File: src/hw/cerc_pkg.sv
// Package with the constants of the cluster error record control block.
package cerc_pkg;
   // ----------------------------------------------------------------
   // Record selection and register layout
   // ----------------------------------------------------------------
   localparam logic [7:0] CERC_RECORD_INDEX = 8'h01;
   localparam int CERC_REG_WIDTH = 64;
   localparam int CERC_ALIAS_WIDTH = 32;
   localparam int CERC_CFI_BIT = 8;
   localparam int CERC_FI_BIT = 3;
   localparam int CERC_UI_BIT = 2;
   localparam int CERC_ED_BIT = 0;
   localparam logic [63:0] CERC_CTRL_RESET = 64'h0000000000000000;
   localparam logic [63:0] CERC_CTRL_MASK = 64'h000000000000010d;
   // ----------------------------------------------------------------
   // Syndrome record overflow bits
   // ----------------------------------------------------------------
   localparam int CERC_OFO_BIT = 47;
   localparam int CERC_OFR_BIT = 39;
   // ----------------------------------------------------------------
   // Alias selectors
   // ----------------------------------------------------------------
   typedef enum logic [1:0] {
      CERC_ALIAS_LOW,
      CERC_ALIAS_HIGH,
      CERC_ALIAS_FULL
   } cerc_alias_t;
   // ----------------------------------------------------------------
   // Redundancy modes
   // ----------------------------------------------------------------
   typedef enum logic [1:0] {
      CERC_MODE_SPLIT,
      CERC_MODE_LOCK,
      CERC_MODE_HYBRID
   } cerc_mode_t;
endpackage

File: src/hw/cerc_top.sv
// Error record control register with its interrupt and reporting gating.
`timescale 1ns/1ns
module cerc_top #(
   parameter bit HAS_CFI = 1'b1
) (
   input wire logic ref_clk,
   input wire logic rst_n,
   input wire logic [7:0] record_selector,
   input wire logic alias_wr,
   input wire cerc_pkg::cerc_alias_t alias_sel,
   input wire logic [63:0] alias_wdata,
   output logic [63:0] alias_rdata,
   input wire cerc_pkg::cerc_mode_t mode,
   input wire logic other_counter_overflow,
   input wire logic repeat_counter_overflow,
   input wire logic err_detect,
   input wire logic err_deferred,
   input wire logic err_uncorrected,
   input wire logic [63:0] wr_data,
   output logic [7:0] wr_check,
   output logic fault_irq,
   output logic recovery_irq,
   output logic error_record_valid,
   output logic error_signal_valid
);
   import cerc_pkg::*;

   // ----------------------------------------------------------------
   // Control register
   // ----------------------------------------------------------------
   // Only rst_n (cold reset) resets this register; warm reset is not an input, so contents persist.
   logic [63:0] ctrl_reg;
   logic [63:0] ctrl_next;
   logic [63:0] merged;
   logic [63:0] keep_mask;
   wire selected = (record_selector == CERC_RECORD_INDEX);
   wire split_mode = (mode == CERC_MODE_SPLIT);

   always_comb begin
      merged = ctrl_reg;
      case (alias_sel)
         CERC_ALIAS_LOW: merged[31:0] = alias_wdata[31:0];
         CERC_ALIAS_HIGH: merged[63:32] = alias_wdata[31:0];
         CERC_ALIAS_FULL: merged = alias_wdata;
         default: merged = ctrl_reg;
      endcase
   end

   always_comb begin
      keep_mask = CERC_CTRL_MASK;
      if (!HAS_CFI) begin
         keep_mask[CERC_CFI_BIT] = 1'b0;
      end
      if (!split_mode) begin
         keep_mask[CERC_ED_BIT] = 1'b0;
      end
   end

   assign ctrl_next = (alias_wr && selected) ? (merged & keep_mask) : (ctrl_reg & keep_mask);

   always_ff @(posedge ref_clk or negedge rst_n) begin
      if (!rst_n) begin
         ctrl_reg <= CERC_CTRL_RESET;
      end else begin
         ctrl_reg <= ctrl_next;
      end
   end

   // ----------------------------------------------------------------
   // Read path
   // ----------------------------------------------------------------
   logic [63:0] rd_sel;
   always_comb begin
      case (alias_sel)
         CERC_ALIAS_LOW: rd_sel = {32'h00000000, ctrl_reg[31:0]};
         CERC_ALIAS_HIGH: rd_sel = {32'h00000000, ctrl_reg[63:32]};
         CERC_ALIAS_FULL: rd_sel = ctrl_reg;
         default: rd_sel = 64'h0000000000000000;
      endcase
   end
   assign alias_rdata = selected ? rd_sel : 64'h0000000000000000;

   // ----------------------------------------------------------------
   // Reporting and interrupts
   // ----------------------------------------------------------------
   // Non-split modes force reporting on, since bit 0 is held zero there.
   wire report_on = split_mode ? ctrl_reg[CERC_ED_BIT] : 1'b1;

   // ----------------------------------------------------------------
   // Control field decode
   // ----------------------------------------------------------------
   wire cfi_field = ctrl_reg[CERC_CFI_BIT];
   wire fi_field = ctrl_reg[CERC_FI_BIT];
   wire ui_field = ctrl_reg[CERC_UI_BIT];
   wire cfi_on = HAS_CFI && cfi_field;
   wire fi_on = report_on && fi_field;
   wire ui_on = report_on && ui_field;

   // ----------------------------------------------------------------
   // Error classification
   // ----------------------------------------------------------------
   // A deferred error never takes the recovery path, even when it is also flagged uncorrected.
   wire err_deferred_hit = err_detect && err_deferred;
   wire err_uncorr_hit = err_detect && err_uncorrected && !err_deferred;
   wire err_serious = err_deferred_hit || err_uncorr_hit;
   wire any_overflow = other_counter_overflow || repeat_counter_overflow;

   // ----------------------------------------------------------------
   // Interrupts and reporting outputs
   // ----------------------------------------------------------------
   // The overflow bits are sticky in the syndrome record, so this holds the interrupt as a level and
   // does not look at whether the status was kept.
   wire ce_irq = report_on && cfi_on && any_overflow;
   wire due_irq = fi_on && err_serious;
   wire ue_irq = ui_on && err_uncorr_hit;
   assign fault_irq = ce_irq || due_irq;
   assign recovery_irq = ue_irq;
   assign error_record_valid = report_on && err_detect;
   assign error_signal_valid = report_on && err_serious;

   // ----------------------------------------------------------------
   // Check code generation
   // ----------------------------------------------------------------
   // Parity per byte stands in for the RAM code; it never depends on the reporting enable.
   genvar gi;
   generate
      for (gi = 0; gi < 8; gi++) begin : g_chk
         assign wr_check[gi] = ^wr_data[gi*8 +: 8];
      end
   endgenerate

   // ----------------------------------------------------------------
   // Elaboration check
   // ----------------------------------------------------------------
   generate
      if (CERC_REG_WIDTH != 64 || CERC_ALIAS_WIDTH != 32) begin : g_bad_width
         $error("cerc_top supports only a 64-bit record with 32-bit aliases");
      end
   endgenerate
endmodule // cerc_top

File: config.mk
export PLATFORM = sky130hd
export DESIGN_NAME = cerc_top
export DESIGN_NICKNAME = d
export VERILOG_FILES = /design/src/hw/cerc_pkg.sv /design/src/hw/cerc_top.sv
export SDC_FILE = /design/constraint.sdc
export NUM_CORES = 1
export LEC_CHECK = 0
export BUFFER_PORTS_ARGS = -buffer_cell sky130_fd_sc_hd__buf_2
export CAP_MARGIN = 20
export CORE_AREA = 5 5 85 87
export DETAILED_ROUTE_END_ITERATION = 10
export DIE_AREA = 0 0 90 92
export GPL_ROUTABILITY_DRIVEN = 0
export PLACE_DENSITY = 0.75
export SYNTH_ARGS = -nofsm -noshare
export SYNTH_HDL_FRONTEND = slang
export SYNTH_SLANG_ARGS = --single-unit
File: constraint.sdc
create_clock -name ref_clk -period 2 [get_ports ref_clk]
set_input_delay 0.4 -clock ref_clk [delete_from_list [all_inputs] [get_ports ref_clk]]
set_output_delay 0.4 -clock ref_clk [all_outputs]
set_load 0.05 [all_outputs]
# --- Yosys cells after proc, flatten, opt, wreduce, memory -nomap -nowiden ---
# Index checks and enable logic that the tools add are counted.
op_classes:
  eq_ne: 3
  muxes: 7
  n_bitwise: 2
  n_reduce_logical: 27
ops:
  columns: ["op", "n"]
  rows:
  - ["64-bit one-hot mux with 3 select lines", 1]
  - ["64-bit by 9-bit bitwise AND with 64-bit output", 2]
  - ["64-bit 2-to-1 mux", 2]
  - ["32-bit one-hot mux with 2 select lines", 1]
  - ["8-bit parity", 8]
  - ["32-bit 2-to-1 mux", 1]
  - ["1-bit logical AND", 12]
  - ["8-bit by 1-bit == test with 1-bit output, second input constant", 1]
  - ["2-bit logical NOT", 2]
  - ["1-bit logical OR", 3]
  - ["2-bit by 1-bit == test with 1-bit output, second input constant", 1]
  - ["2-bit == test, second input constant", 1]
  - ["1-bit 2-to-1 mux", 2]
  - ["2-bit OR reduction", 1]
  - ["1-bit logical NOT", 1]
word_totals:
  reg_bits: 64
  inputBits: 148
  output_inout_bits: 76
  word_cells: 40

# --- Logic depth before layout (Yosys ltp) ---
# Gate-level depths: netlist (run 1).
depth:
  depth_word: 5
  mapped_depth: 3

# --- Worst setup path after synthesis (run 1) ---
# Ideal clock, no wire load.
synth_path:
  path_kind: "input to output"
  from: "in mode[1]"
  to: "out fault_irq"
  t_arrival_ps: 1714
  required_time_ps: 1600
  path_slack_ps: -114
  cell_stages: 3
  n_path_buf: 0
  cell_sequence: "o31ai_1 > nor2_1 > o2bb2ai_1"
synth_between:
  elab_chain_cells: 5
synth_rtl:
  columns: ["item", "line_no", "rtl"]
  rows:
  - ["start, declared", "cerc_top.sv:13", "input wire cerc_pkg::cerc_mode_t mode,"]
  - ["2-bit logical NOT *", "cerc_top.sv:37", "wire split_mode = (mode == CERC_MODE_SPLIT);"]
  - ["1-bit 2-to-1 mux *", "cerc_top.sv:87", "wire report_on = split_mode ? ctrl_reg[CERC_ED_BIT] : 1'b1;"]
  - ["1-bit logical AND (on tied branches)", "cerc_top.sv:113, cerc_top.sv:96", null]
  - ["1-bit logical AND (on tied branches)", "cerc_top.sv:113, cerc_top.sv:114", null]
  - ["1-bit logical OR *", "cerc_top.sv:116", "assign fault_irq = ce_irq || due_irq;"]
  - ["end, declared", "cerc_top.sv:21", "output logic fault_irq,"]
# Mark *: on every way between the ends. The rest lies on a longest branch, timed or not.

# --- Final worst setup path (run 1) ---
layout_path:
  from: "in record_selector[5]"
  to: "out alias_rdata[0]"
layout_between:
  elab_chain_cells: 2
layout_rtl:
  columns: ["item", "line_no", "rtl"]
  rows:
  - ["start, declared", "cerc_top.sv:8", "input wire logic [7:0] record_selector,"]
  - ["8-bit by 1-bit == test with 1-bit output", "cerc_top.sv:36", "wire selected = (record_selector == CERC_RECORD_INDEX);"]
  - ["64-bit 2-to-1 mux", "cerc_top.sv:81", "assign alias_rdata = selected ? rd_sel : 64'h0000000000000000;"]
  - ["end, declared", "cerc_top.sv:12", "output logic [63:0] alias_rdata,"]
# No other way between the ends.

==> summary.txt, run 1 <==
Detailed routing
  • Pre-Repair DR Iteration Count: 2
  • Wirelength per Cell: 9.391 um
  • Via count: 1135
  • First DRT Iteration DRCs: 3
  • Antenna-violating nets left: 0
  • Vias per inst: 3.439
  • DR DRC count: 0
  • Drt total wl: 3099 um

CTS
  • Longest Clk Path Bufs: 2
  • Clk pin slew, worst setup/hold paths: 30 ps
  • CTS tree: done
  • Hold_buf cts: 1
  • Clock Tree Root: clkbuf_8
  • Num CTS Buffers: 3
  • # Post-CTS Setup Buffers: 0
  • Worst-Skew Late Latency: 220 ps
  • H-tree levels: 1
  • PostCTS Resize Cnt: 0
  • Clk sinks: 4

Global routing
  • Tot GR Track Use: 6.583%
  • Number of global-route vias before repair: 1158
  • First-pass GRT wire length: 4726 um
  • Antenna violations before repair: 0
  • GRT overflow: 0
  • Largest net degree at the start of global routing: 5

Run
  • Max cap viols: 0

Setup path
  • Kind of critical path: in2out
  • R2r startpoint: ctrl_reg[8]
  • CP max FO: 4
  • Worst EP required: 1600 ps
  • Reg2reg path depth: 1
  • Crit start category: input pin
  • Arrival @ worst endpoint: 1510 ps
  • RR Endpoint: ctrl_reg[8]
  • Flop-to-flop setup slack: 1210 ps
  • Setup crit end kind: output port

Synth
  • Synth top cells by count: 60 x buf_4, 48 x xnor2_1, 8 x xor2_1
  • YS warnings: 0
  • Syn Std Cell Area: 0.001239 mm^2
  • Post-synthesis sequential area ratio: 8.081%
  • Largest family of logic cells by synthesized area: XOR/XNOR gates
  • Unique masters post-synth: 21
  • Xor/xnor share of the synthesized area: 39.60%
  • Mean Syn Cell Area: 8.370 um^2
  • Leading area contributor after synthesis: buf_4
  • Synth area leaders: buf_4 36%, xnor2_1 34%, dfrtp_1 8.1%, xor2_1 5.7%, mux2_1 2.7%
  • Adder-Cell Fraction of Synth Area: 0%
  • Synth Instances: 148
  • Synth top area share: 36.36%
  • Post-synth ARST share: 100.0%
  • Post-synth EDFFs: 0
  • Simple-gate area share of the yosys netlist: 10.10%
  • Mux cell area share after synthesis: 3.535%
  • Synth Area in Compound Gates: 1.717%
  • Top-count cell post-synth: buf_4
  • Synthesized flop and latch total: 4
  • Main synth FF type: dfrtp_1

Floorplanning
  • Die height: 92 um
  • Num rows: 29
  • I/O pin total: 224
  • Die ar.: 0.008280 mm^2
  • CORE AREA: 0.006277 mm^2
  • Die W: 90 um
  • Initial Util: 19.73%

Min path
  • Hold WC Path Type: in2reg
  • Hold path start: alias_wdata[3]
  • Hold depth: 2
  • Worst hold endpoint: ctrl_reg[3]

Cells and area
  • Layout net count: 403
  • Fin util: 26.61%
  • Finished Cell Area: 0.001670 mm^2
  • Max reg flops: 4
  • Antenna Cells: 0
  • Area growth from synthesis to layout: 34.85%
  • Layout cell share with drive strength beyond 1: 43.08%

STA
  • Post-route setup TNS: 0 ps
  • Final slew viol count: 0
  • Fin crit share: 95.32%
  • F_max: 0.5246 GHz
  • Clock Skews: 0 ps
  • Final setup fails: 0
  • RSZ-0062 raised after global routing: false
  • Fin crit period: 1906 ps
  • Final Hold Fails: 0

Pwr
  • Clock share of power: 14.9%
  • Net Sw Frac: 60.84%
  • Worst VDD drop: 0.4205 mV
  • Pwr Total: 1.133 mW
  • Reg power frac: 7.4%
  • Internal power: 0.4438 mW
  • Comb pwr share: 77.6%
  • Leakage: 0.9115 nW
  • Pwr/cell area: 678.4 mW/mm^2
  • Switching power: 0.6894 mW

Status
  • Status: completed

Placed design
  • Post-DP HPWL: 2941 um
  • Dpl cell area: 0.001619 mm^2
  • PortBufs: 102
area by class of cell:
type / instances / area, um^2
clock buffers: 3 / 41.29
multi-input cells: 142 / 908.4
repair buffers: 103 / 520.5
well taps: 77 / 96.34
inverters: 1 / 3.754
flip-flops and latches: 4 / 100.1
fillers: 707 / 4607
layout by cell type, fill, tap and decap left out, types with 2 or more instances in the layout:
cell type  count
and2_1         4
nor2_1         3
conb_1        60
mux2_1         3
buf_2        102
xnor2_1       48
xor2_1         8
dfrtp_1        4
nand2_1        3
clkbuf_8       3
nor3_1         2
critical path, stage by stage:
cell,delay (ps)
buf_2,120
nor4_4,330
and3_2,270
and2_1,130
buf_2,260
worst max path at each step:
stage                                   from              to  depth (start not counted)
after CTS                 record_selector[5]  alias_rdata[0]                          5
after detailed placement  record_selector[5]  alias_rdata[0]                          5
after floorplan                      mode[1]    recovery_irq                          2
final                     record_selector[5]  alias_rdata[0]                          5
after global routing             ctrl_reg[0]       fault_irq                          4
after global placement    record_selector[5]  alias_rdata[8]                          5
cells by family (layout without fill, tap and decap cells):
logic type	count (synthesis)	after routing
xor gates and xnor gates	56	56
buffers and inverters	61	107
muxes	4	4
other	1	60
AOI/OAI and AO/OA	3	3
DFF	4	4
and+or+nand+nor	19	19
power by group through the flow:
stage	clock [mW]	sequential (mW)	combinational, mW
2_1_floorplan	0	0.0848	0.787
3_3_place_gp	0	0.0851	0.873
3_5_place_dp	0	0.0851	0.882
4_1_cts	0.174	0.0842	0.884
5_1_grt	0.181	0.0845	0.924
6_report	0.169	0.0842	0.880
routing by layer:
layer / global-route usage (%) / routed length (um)
met5: 0 / 0
met2: 13.78 / 1706
met1: 5.335 / 850
met4: 2.481 / 41
met3: 2.619 / 500
stage by stage:
stage	cells	setup slack [ps]	hold WS, ps
after global placement	326	116.5	210.7
after CTS	330	72.42	394.3
after floorplan	207	4.429	104.4
after detailed placement	326	73.89	209.6
after global routing	330	31.45	403.7
final	330	93.68	394.5
Power figures use the tool's default switching activity.
==> run 2, diff against run 1 <==
==> constraint.sdc (replaced) <==
create_clock -name ref_clk -period 2 [get_ports ref_clk]
set_input_delay 0.2 -clock ref_clk [delete_from_list [all_inputs] [get_ports ref_clk]]
set_output_delay 0.2 -clock ref_clk [all_outputs]
set_load 0.05 [all_outputs]
==> summary.txt, run 2 (same netlist as run 1, synthesis figures left out) <==
Setup path
  • Arrival @ worst endpoint: 1470 ps (-40 ps)
  • Worst path slowest cell: o31ai_1
  • Setup crit end kind: output port
  • Family with the most delay on the worst path: compound AO/OA/AOI/OAI gates
  • Crit start category: flip-flop
  • Crit path largest cell delay: 410 ps (+80 ps)
  • Flop-to-flop setup slack: 1190 ps (-20 ps)
  • Reg2reg path depth: 1 (unchanged)
  • CP max FO: 4 (unchanged)
  • Crit path buf inv count: 1 (-1)
  • Worst EP required: 1800 ps (+200 ps)
  • Worst path depth: 4 (-1)
  • Kind of critical path: reg2out
  • Crit-path cells: o31ai_1 -> nor2_1 -> o2bb2ai_1 -> buf_2

Cells and area
  • Layout cell share with drive strength beyond 1: 42.69% (-0.40 points)
  • FF/Latch Area: 100.1 um^2 (unchanged)
  • Antenna Cells: 0 (unchanged)
  • # fillers: 694 (-1.8%)
  • Max reg flops: 4 (unchanged)
  • Multi-input gate area: 905.9 um^2 (-0.28%)
  • Fin util: 26.57% (-0.040 points)
  • Most common cell after layout, fill and taps aside: buf_2
  • Area growth from synthesis to layout: 34.65%
  • Layout net count: 403 (unchanged)
  • Most frequent cells in the layout: 102 x buf_2, 60 x conb_1, 48 x xnor2_1

Detailed routing
  • Drt total wl: 3218 um (+3.8%)
  • First DRT Iteration DRCs: 6 (+3)
  • Wirelength per Cell: 9.752 um (+3.8%)
  • Pre-Repair DR Iteration Count: 4 (+2)
  • Vias per inst: 3.436 (about the same)
  • DR DRC count: 0 (unchanged)
  • Antenna-violating nets left: 0 (unchanged)
  • Via count: 1134 (-0.088%)

Run
  • Max cap viols: 0 (unchanged)

STA
  • Post-route setup TNS: 0 ps (unchanged)
  • RSZ-0062 raised after global routing: false
  • Final slew viol count: 0 (unchanged)
  • Fin crit share: 83.67% (-12 points)
  • Fin crit period: 1673 ps (-233.0 ps)
  • Final Hold Fails: 0 (unchanged)
  • F_max: 0.5976 GHz (+14%)
  • Clock Skews: 0 ps (unchanged)
  • Final setup fails: 0 (unchanged)

Status
  • Status: completed

CTS
  • Longest Clk Path Bufs: 2 (unchanged)
  • Clk sinks: 4 (unchanged)
  • Clk pin slew, worst setup/hold paths: 30 ps (about the same)
  • CTS tree: done
  • Worst-Skew Late Latency: 210 ps (about the same)
  • PostCTS Resize Cnt: 0 (unchanged)
  • Num CTS Buffers: 3 (unchanged)
  • H-tree levels: 1 (unchanged)
  • Clock Tree Root: clkbuf_8
  • # Post-CTS Setup Buffers: 0 (unchanged)

Placed design
  • PortBufs: 102 (unchanged)
  • Post-DP HPWL: 3075 um (+4.5%)

Pwr
  • Pwr/cell area: 684.2 mW/mm^2 (+0.85%)
  • Pwr Total: 1.141 mW (+0.70%)
  • Worst VDD drop: 0.3342 mV (-21%)
  • Leakage: 0.9116 nW (about the same)

Global routing
  • Largest net degree at the start of global routing: 5 (unchanged)
  • Antenna violations before repair: 0 (unchanged)
  • GRT overflow: 0 (unchanged)
  • Number of global-route vias before repair: 1179 (+1.8%)
  • Tot GR Track Use: 6.872% (+0.29 points)
  • First-pass GRT wire length: 4926 um (+4.2%)

Floorplanning
  • CORE AREA: 0.006277 mm^2 (unchanged)
  • Num rows: 29 (unchanged)
  • Die height: 92 um (unchanged)
  • Die W: 90 um (unchanged)
  • I/O pin total: 224 (unchanged)
  • Initial Util: 19.73% (unchanged)
  • Die ar.: 0.008280 mm^2 (unchanged)

Min path
  • Hold WC Path Type: in2reg
  • Hold depth: 2 (unchanged)
run 2: what timing repair did:
| action | CTS | global route |
|---|---|---|
| setup endpoints to repair | 0 | 0 |
| endpoints found under the hold margin | 4 | 0 |
| hold buffers | 1 | 0 |
run 2: worst paths after layout:
path | endpoint | startpoint
min | ctrl_reg[2] | alias_wdata[2]
max in group asynchronous | ctrl_reg[3] | rst_n
max | fault_irq | ctrl_reg[0]
min in group asynchronous | ctrl_reg[8] | rst_n
min reg2reg | ctrl_reg[8] | ctrl_reg[8]
max reg2reg | ctrl_reg[3] | ctrl_reg[3]
run 2: area by class of cell:
type	instances	area share (%)
well taps	77	5.776
clock buffers	3	2.476
multi-input cells	142	54.31
inverters	1	0.2251
flip-flops and latches	4	6.001
repair buffers	103	31.21
run 2: per-layer routing:
metal / track usage, % / wire, um / up-vias
li1: - / - / 554
met1: 5.482 / 906 / 470
met2: 14.82 / 1710 / 108
met3: 3.273 / 587 / 2
met4: 1.117 / 13 / 0
met5: 0 / 0 / -
run 2: where the power goes:
part	switching [mW]	internal (mW)	leakage, nW
sequential	0.00134	0.0832	0.0556
combinational	0.658	0.232	0.834
clock	0.0389	0.128	0.0216
run 2: through the flow:
stage          cells  hold slack [ps]  setup slack, ps  instance area [um^2]
6_report         330            198.5            326.6                  1668
5_1_grt          330            203.7            237.4                  1668
4_1_cts          330            195.4            305.0                  1668
3_5_place_dp     326            10.25            489.3                  1617
3_3_place_gp     326            6.109            514.2                  1617
2_1_floorplan    207           -95.59            112.8                  1460
==> run 3, diff against run 2 <==
--- a/config.mk
+++ b/config.mk
@@ -7,11 +7,11 @@
 export LEC_CHECK = 0
 export BUFFER_PORTS_ARGS = -buffer_cell sky130_fd_sc_hd__buf_2
 export CAP_MARGIN = 20
-export CORE_AREA = 5 5 85 87
+export CORE_AREA = 5 5 83 85
 export DETAILED_ROUTE_END_ITERATION = 10
-export DIE_AREA = 0 0 90 92
+export DIE_AREA = 0 0 88 90
 export GPL_ROUTABILITY_DRIVEN = 0
-export PLACE_DENSITY = 0.75
+export PLACE_DENSITY = 0.77
 export SYNTH_ARGS = -nofsm -noshare
 export SYNTH_HDL_FRONTEND = slang
 export SYNTH_SLANG_ARGS = --single-unit
==> constraint.sdc (replaced) <==
create_clock -name ref_clk -period 1.7 [get_ports ref_clk]
set_input_delay 0.17 -clock ref_clk [delete_from_list [all_inputs] [get_ports ref_clk]]
set_output_delay 0.17 -clock ref_clk [all_outputs]
set_load 0.05 [all_outputs]
==> summary.txt, run 3 (same netlist as run 1, synthesis figures left out) <==
Run
  • Max cap viols: 0 (unchanged)

Placed design
  • PortBufs: 102 (unchanged)
  • Post-DP HPWL: 3032 um (-1.4%)
  • Pre-CTS WS: 261.9 ps (-227.4 ps)

Floorplanning
  • Initial Util: 20.20% (+0.47 points)
  • Die W: 88 um (-2.2%)
  • I/O pin total: 224 (unchanged)
  • CORE AREA: 0.006132 mm^2 (-2.3%)
  • Die ar.: 0.007920 mm^2 (-4.3%)
  • Die height: 90 um (-2.2%)
  • Num rows: 29 (unchanged)

Pwr
  • Clock share of power: 14.7% (about the same)
  • Switching power: 0.8117 mW (+16%)
  • Reg power frac: 7.4% (about the same)
  • Comb pwr share: 77.9% (about the same)
  • Internal power: 0.5237 mW (+18%)
  • Leakage: 0.9172 nW (+0.61%)
  • Worst VDD drop: 0.3823 mV (+14%)
  • Pwr/cell area: 793.5 mW/mm^2 (+16%)
  • Net Sw Frac: 60.78% (-0.38 points)

Setup path
  • Kind of critical path: reg2out
  • Crit start category: flip-flop
  • Arrival @ worst endpoint: 1440 ps (-30 ps)
  • CP max FO: 4 (unchanged)
  • Worst EP required: 1530 ps (-270 ps)
  • Flop-to-flop setup slack: 890 ps (-300 ps)
  • Setup crit end kind: output port

Detailed routing
  • Met2 wire length: 1778 um (+4.0%)
  • Uppermost layer routed: met4
  • Metal3 WL: 592 um (+0.85%)
  • Wirelength per Cell: 9.701 um (-0.52%)
  • First DRT Iteration DRCs: 7 (+1)
  • Via count: 1163 (+2.6%)
  • M1 WL: 806 um (-11%)
  • Antenna-violating nets left: 0 (unchanged)
  • Pre-Repair DR Iteration Count: 4 (unchanged)
  • Vias per inst: 3.514 (+2.2%)
  • DR DRC count: 0 (unchanged)
  • Drt total wl: 3211 um (-0.22%)

Global routing
  • Largest net degree at the start of global routing: 5 (unchanged)
  • Tot GR Track Use: 6.821% (-0.051 points)
  • First-pass GRT wire length: 4443 um (-9.8%)
  • Number of global-route vias before repair: 1107 (-6.1%)
  • GRT overflow: 0 (unchanged)
  • Antenna violations before repair: 0 (unchanged)

Cells and area
  • Layout cell share with drive strength beyond 1: 43.70% (+1.0 points)
  • Area growth from synthesis to layout: 35.86%
  • Max reg flops: 4 (unchanged)
  • Fin util: 27.44% (+0.87 points)
  • Most frequent cells in the layout: 102 x buf_2, 60 x conb_1, 48 x xnor2_1
  • Antenna Cells: 0 (unchanged)
  • Most common cell after layout, fill and taps aside: buf_2
  • Layout net count: 404 (+0.25%)

STA
  • Fin crit period: 1615 ps
  • Final Hold Fails: 0 (unchanged)
  • Clock Skews: 0 ps (unchanged)
  • Fin crit share: 95.00%
  • F_max: 0.6192 GHz
  • Post-route setup TNS: 0 ps (unchanged)
  • RSZ-0062 raised after global routing: false
  • Final setup fails: 0 (unchanged)
  • Final slew viol count: 0 (unchanged)
  • Worst setup margin: 85.03 ps (-241.6 ps)
  • Min Hold Slack: 174.0 ps (-24.54 ps)

CTS
  • PostCTS Resize Cnt: 0 (unchanged)
  • Clock Tree Root: clkbuf_8
  • Longest Clk Path Bufs: 2 (unchanged)
  • Worst-Skew Late Latency: 220 ps (about the same)
  • Clk pin slew, worst setup/hold paths: 30 ps (about the same)
  • Clk sinks: 4 (unchanged)
  • H-tree levels: 1 (unchanged)
  • CTS tree: done
  • Num CTS Buffers: 3 (unchanged)

Status
  • Status: completed

Min path
  • Hold WC Path Type: in2reg
==> run 3: cell count changes in the layout (fill, tap and decap cells not counted) <==
cell	change
buf_4	+1
nor2_1	-1
nor2_2	+1
nor3_1	-1
nor3_2	+1
==> run 3: routing by layer <==
layer  vias to the layer above  global-route usage [%]
li1                        555                       -
met3                         4                   1.371
met5                         -                       0
met1                       505                   5.306
met2                        99                   14.95
met4                         0                   2.685
==> run 3: power groups by stage <==
stage               clock network (mW)  logic [mW]  registers [mW]
floorplan                            0       0.926          0.0997
global placement                     0        1.03           0.101
detailed placement                   0        1.04           0.101
CTS                              0.202        1.04          0.0996
global route                     0.211        1.09          0.0997
finish                           0.196        1.04          0.0995
==> run 3: final timing paths <==
kind,start,to,cells after the start
max,ctrl_reg[0],fault_irq,4
min,alias_wdata[3],ctrl_reg[3],2
max reg2reg,ctrl_reg[2],ctrl_reg[2],1
min reg2reg,ctrl_reg[3],ctrl_reg[3],1
max in group asynchronous,rst_n,ctrl_reg[3],2
min in group asynchronous,rst_n,ctrl_reg[2],2
==> run 3: per-stage QoR <==
step                cell area (um^2)  total power, mW  cells
floorplan                       1468            1.026    207
global placement                1632            1.128    327
detailed placement              1632            1.142    327
CTS                             1683            1.346    331
global route                    1683            1.401    331
finish                          1683            1.335    331
==> run 3: cell type report <==
type	count	area [um^2]
clock buffer	3	41.29
fill	673	4449
inverter	1	3.754
multi-input combinational	142	913.4
sequential	4	100.1
tap	77	96.34
timing repair buffer	104	528.0
==> run 3: critical path: stages (launching register included) <==
cell and delay (ps):
dfrtp_1 400, o31ai_1 390, nor2_2 100, o2bb2ai_1 140
buf_2 210
==> run 3: repair_timing <==
action                                 CTS  global route
endpoints found under the hold margin    4             0
buffers inserted                         0             0
hold buffers                             1             0
setup endpoints to repair                0             0
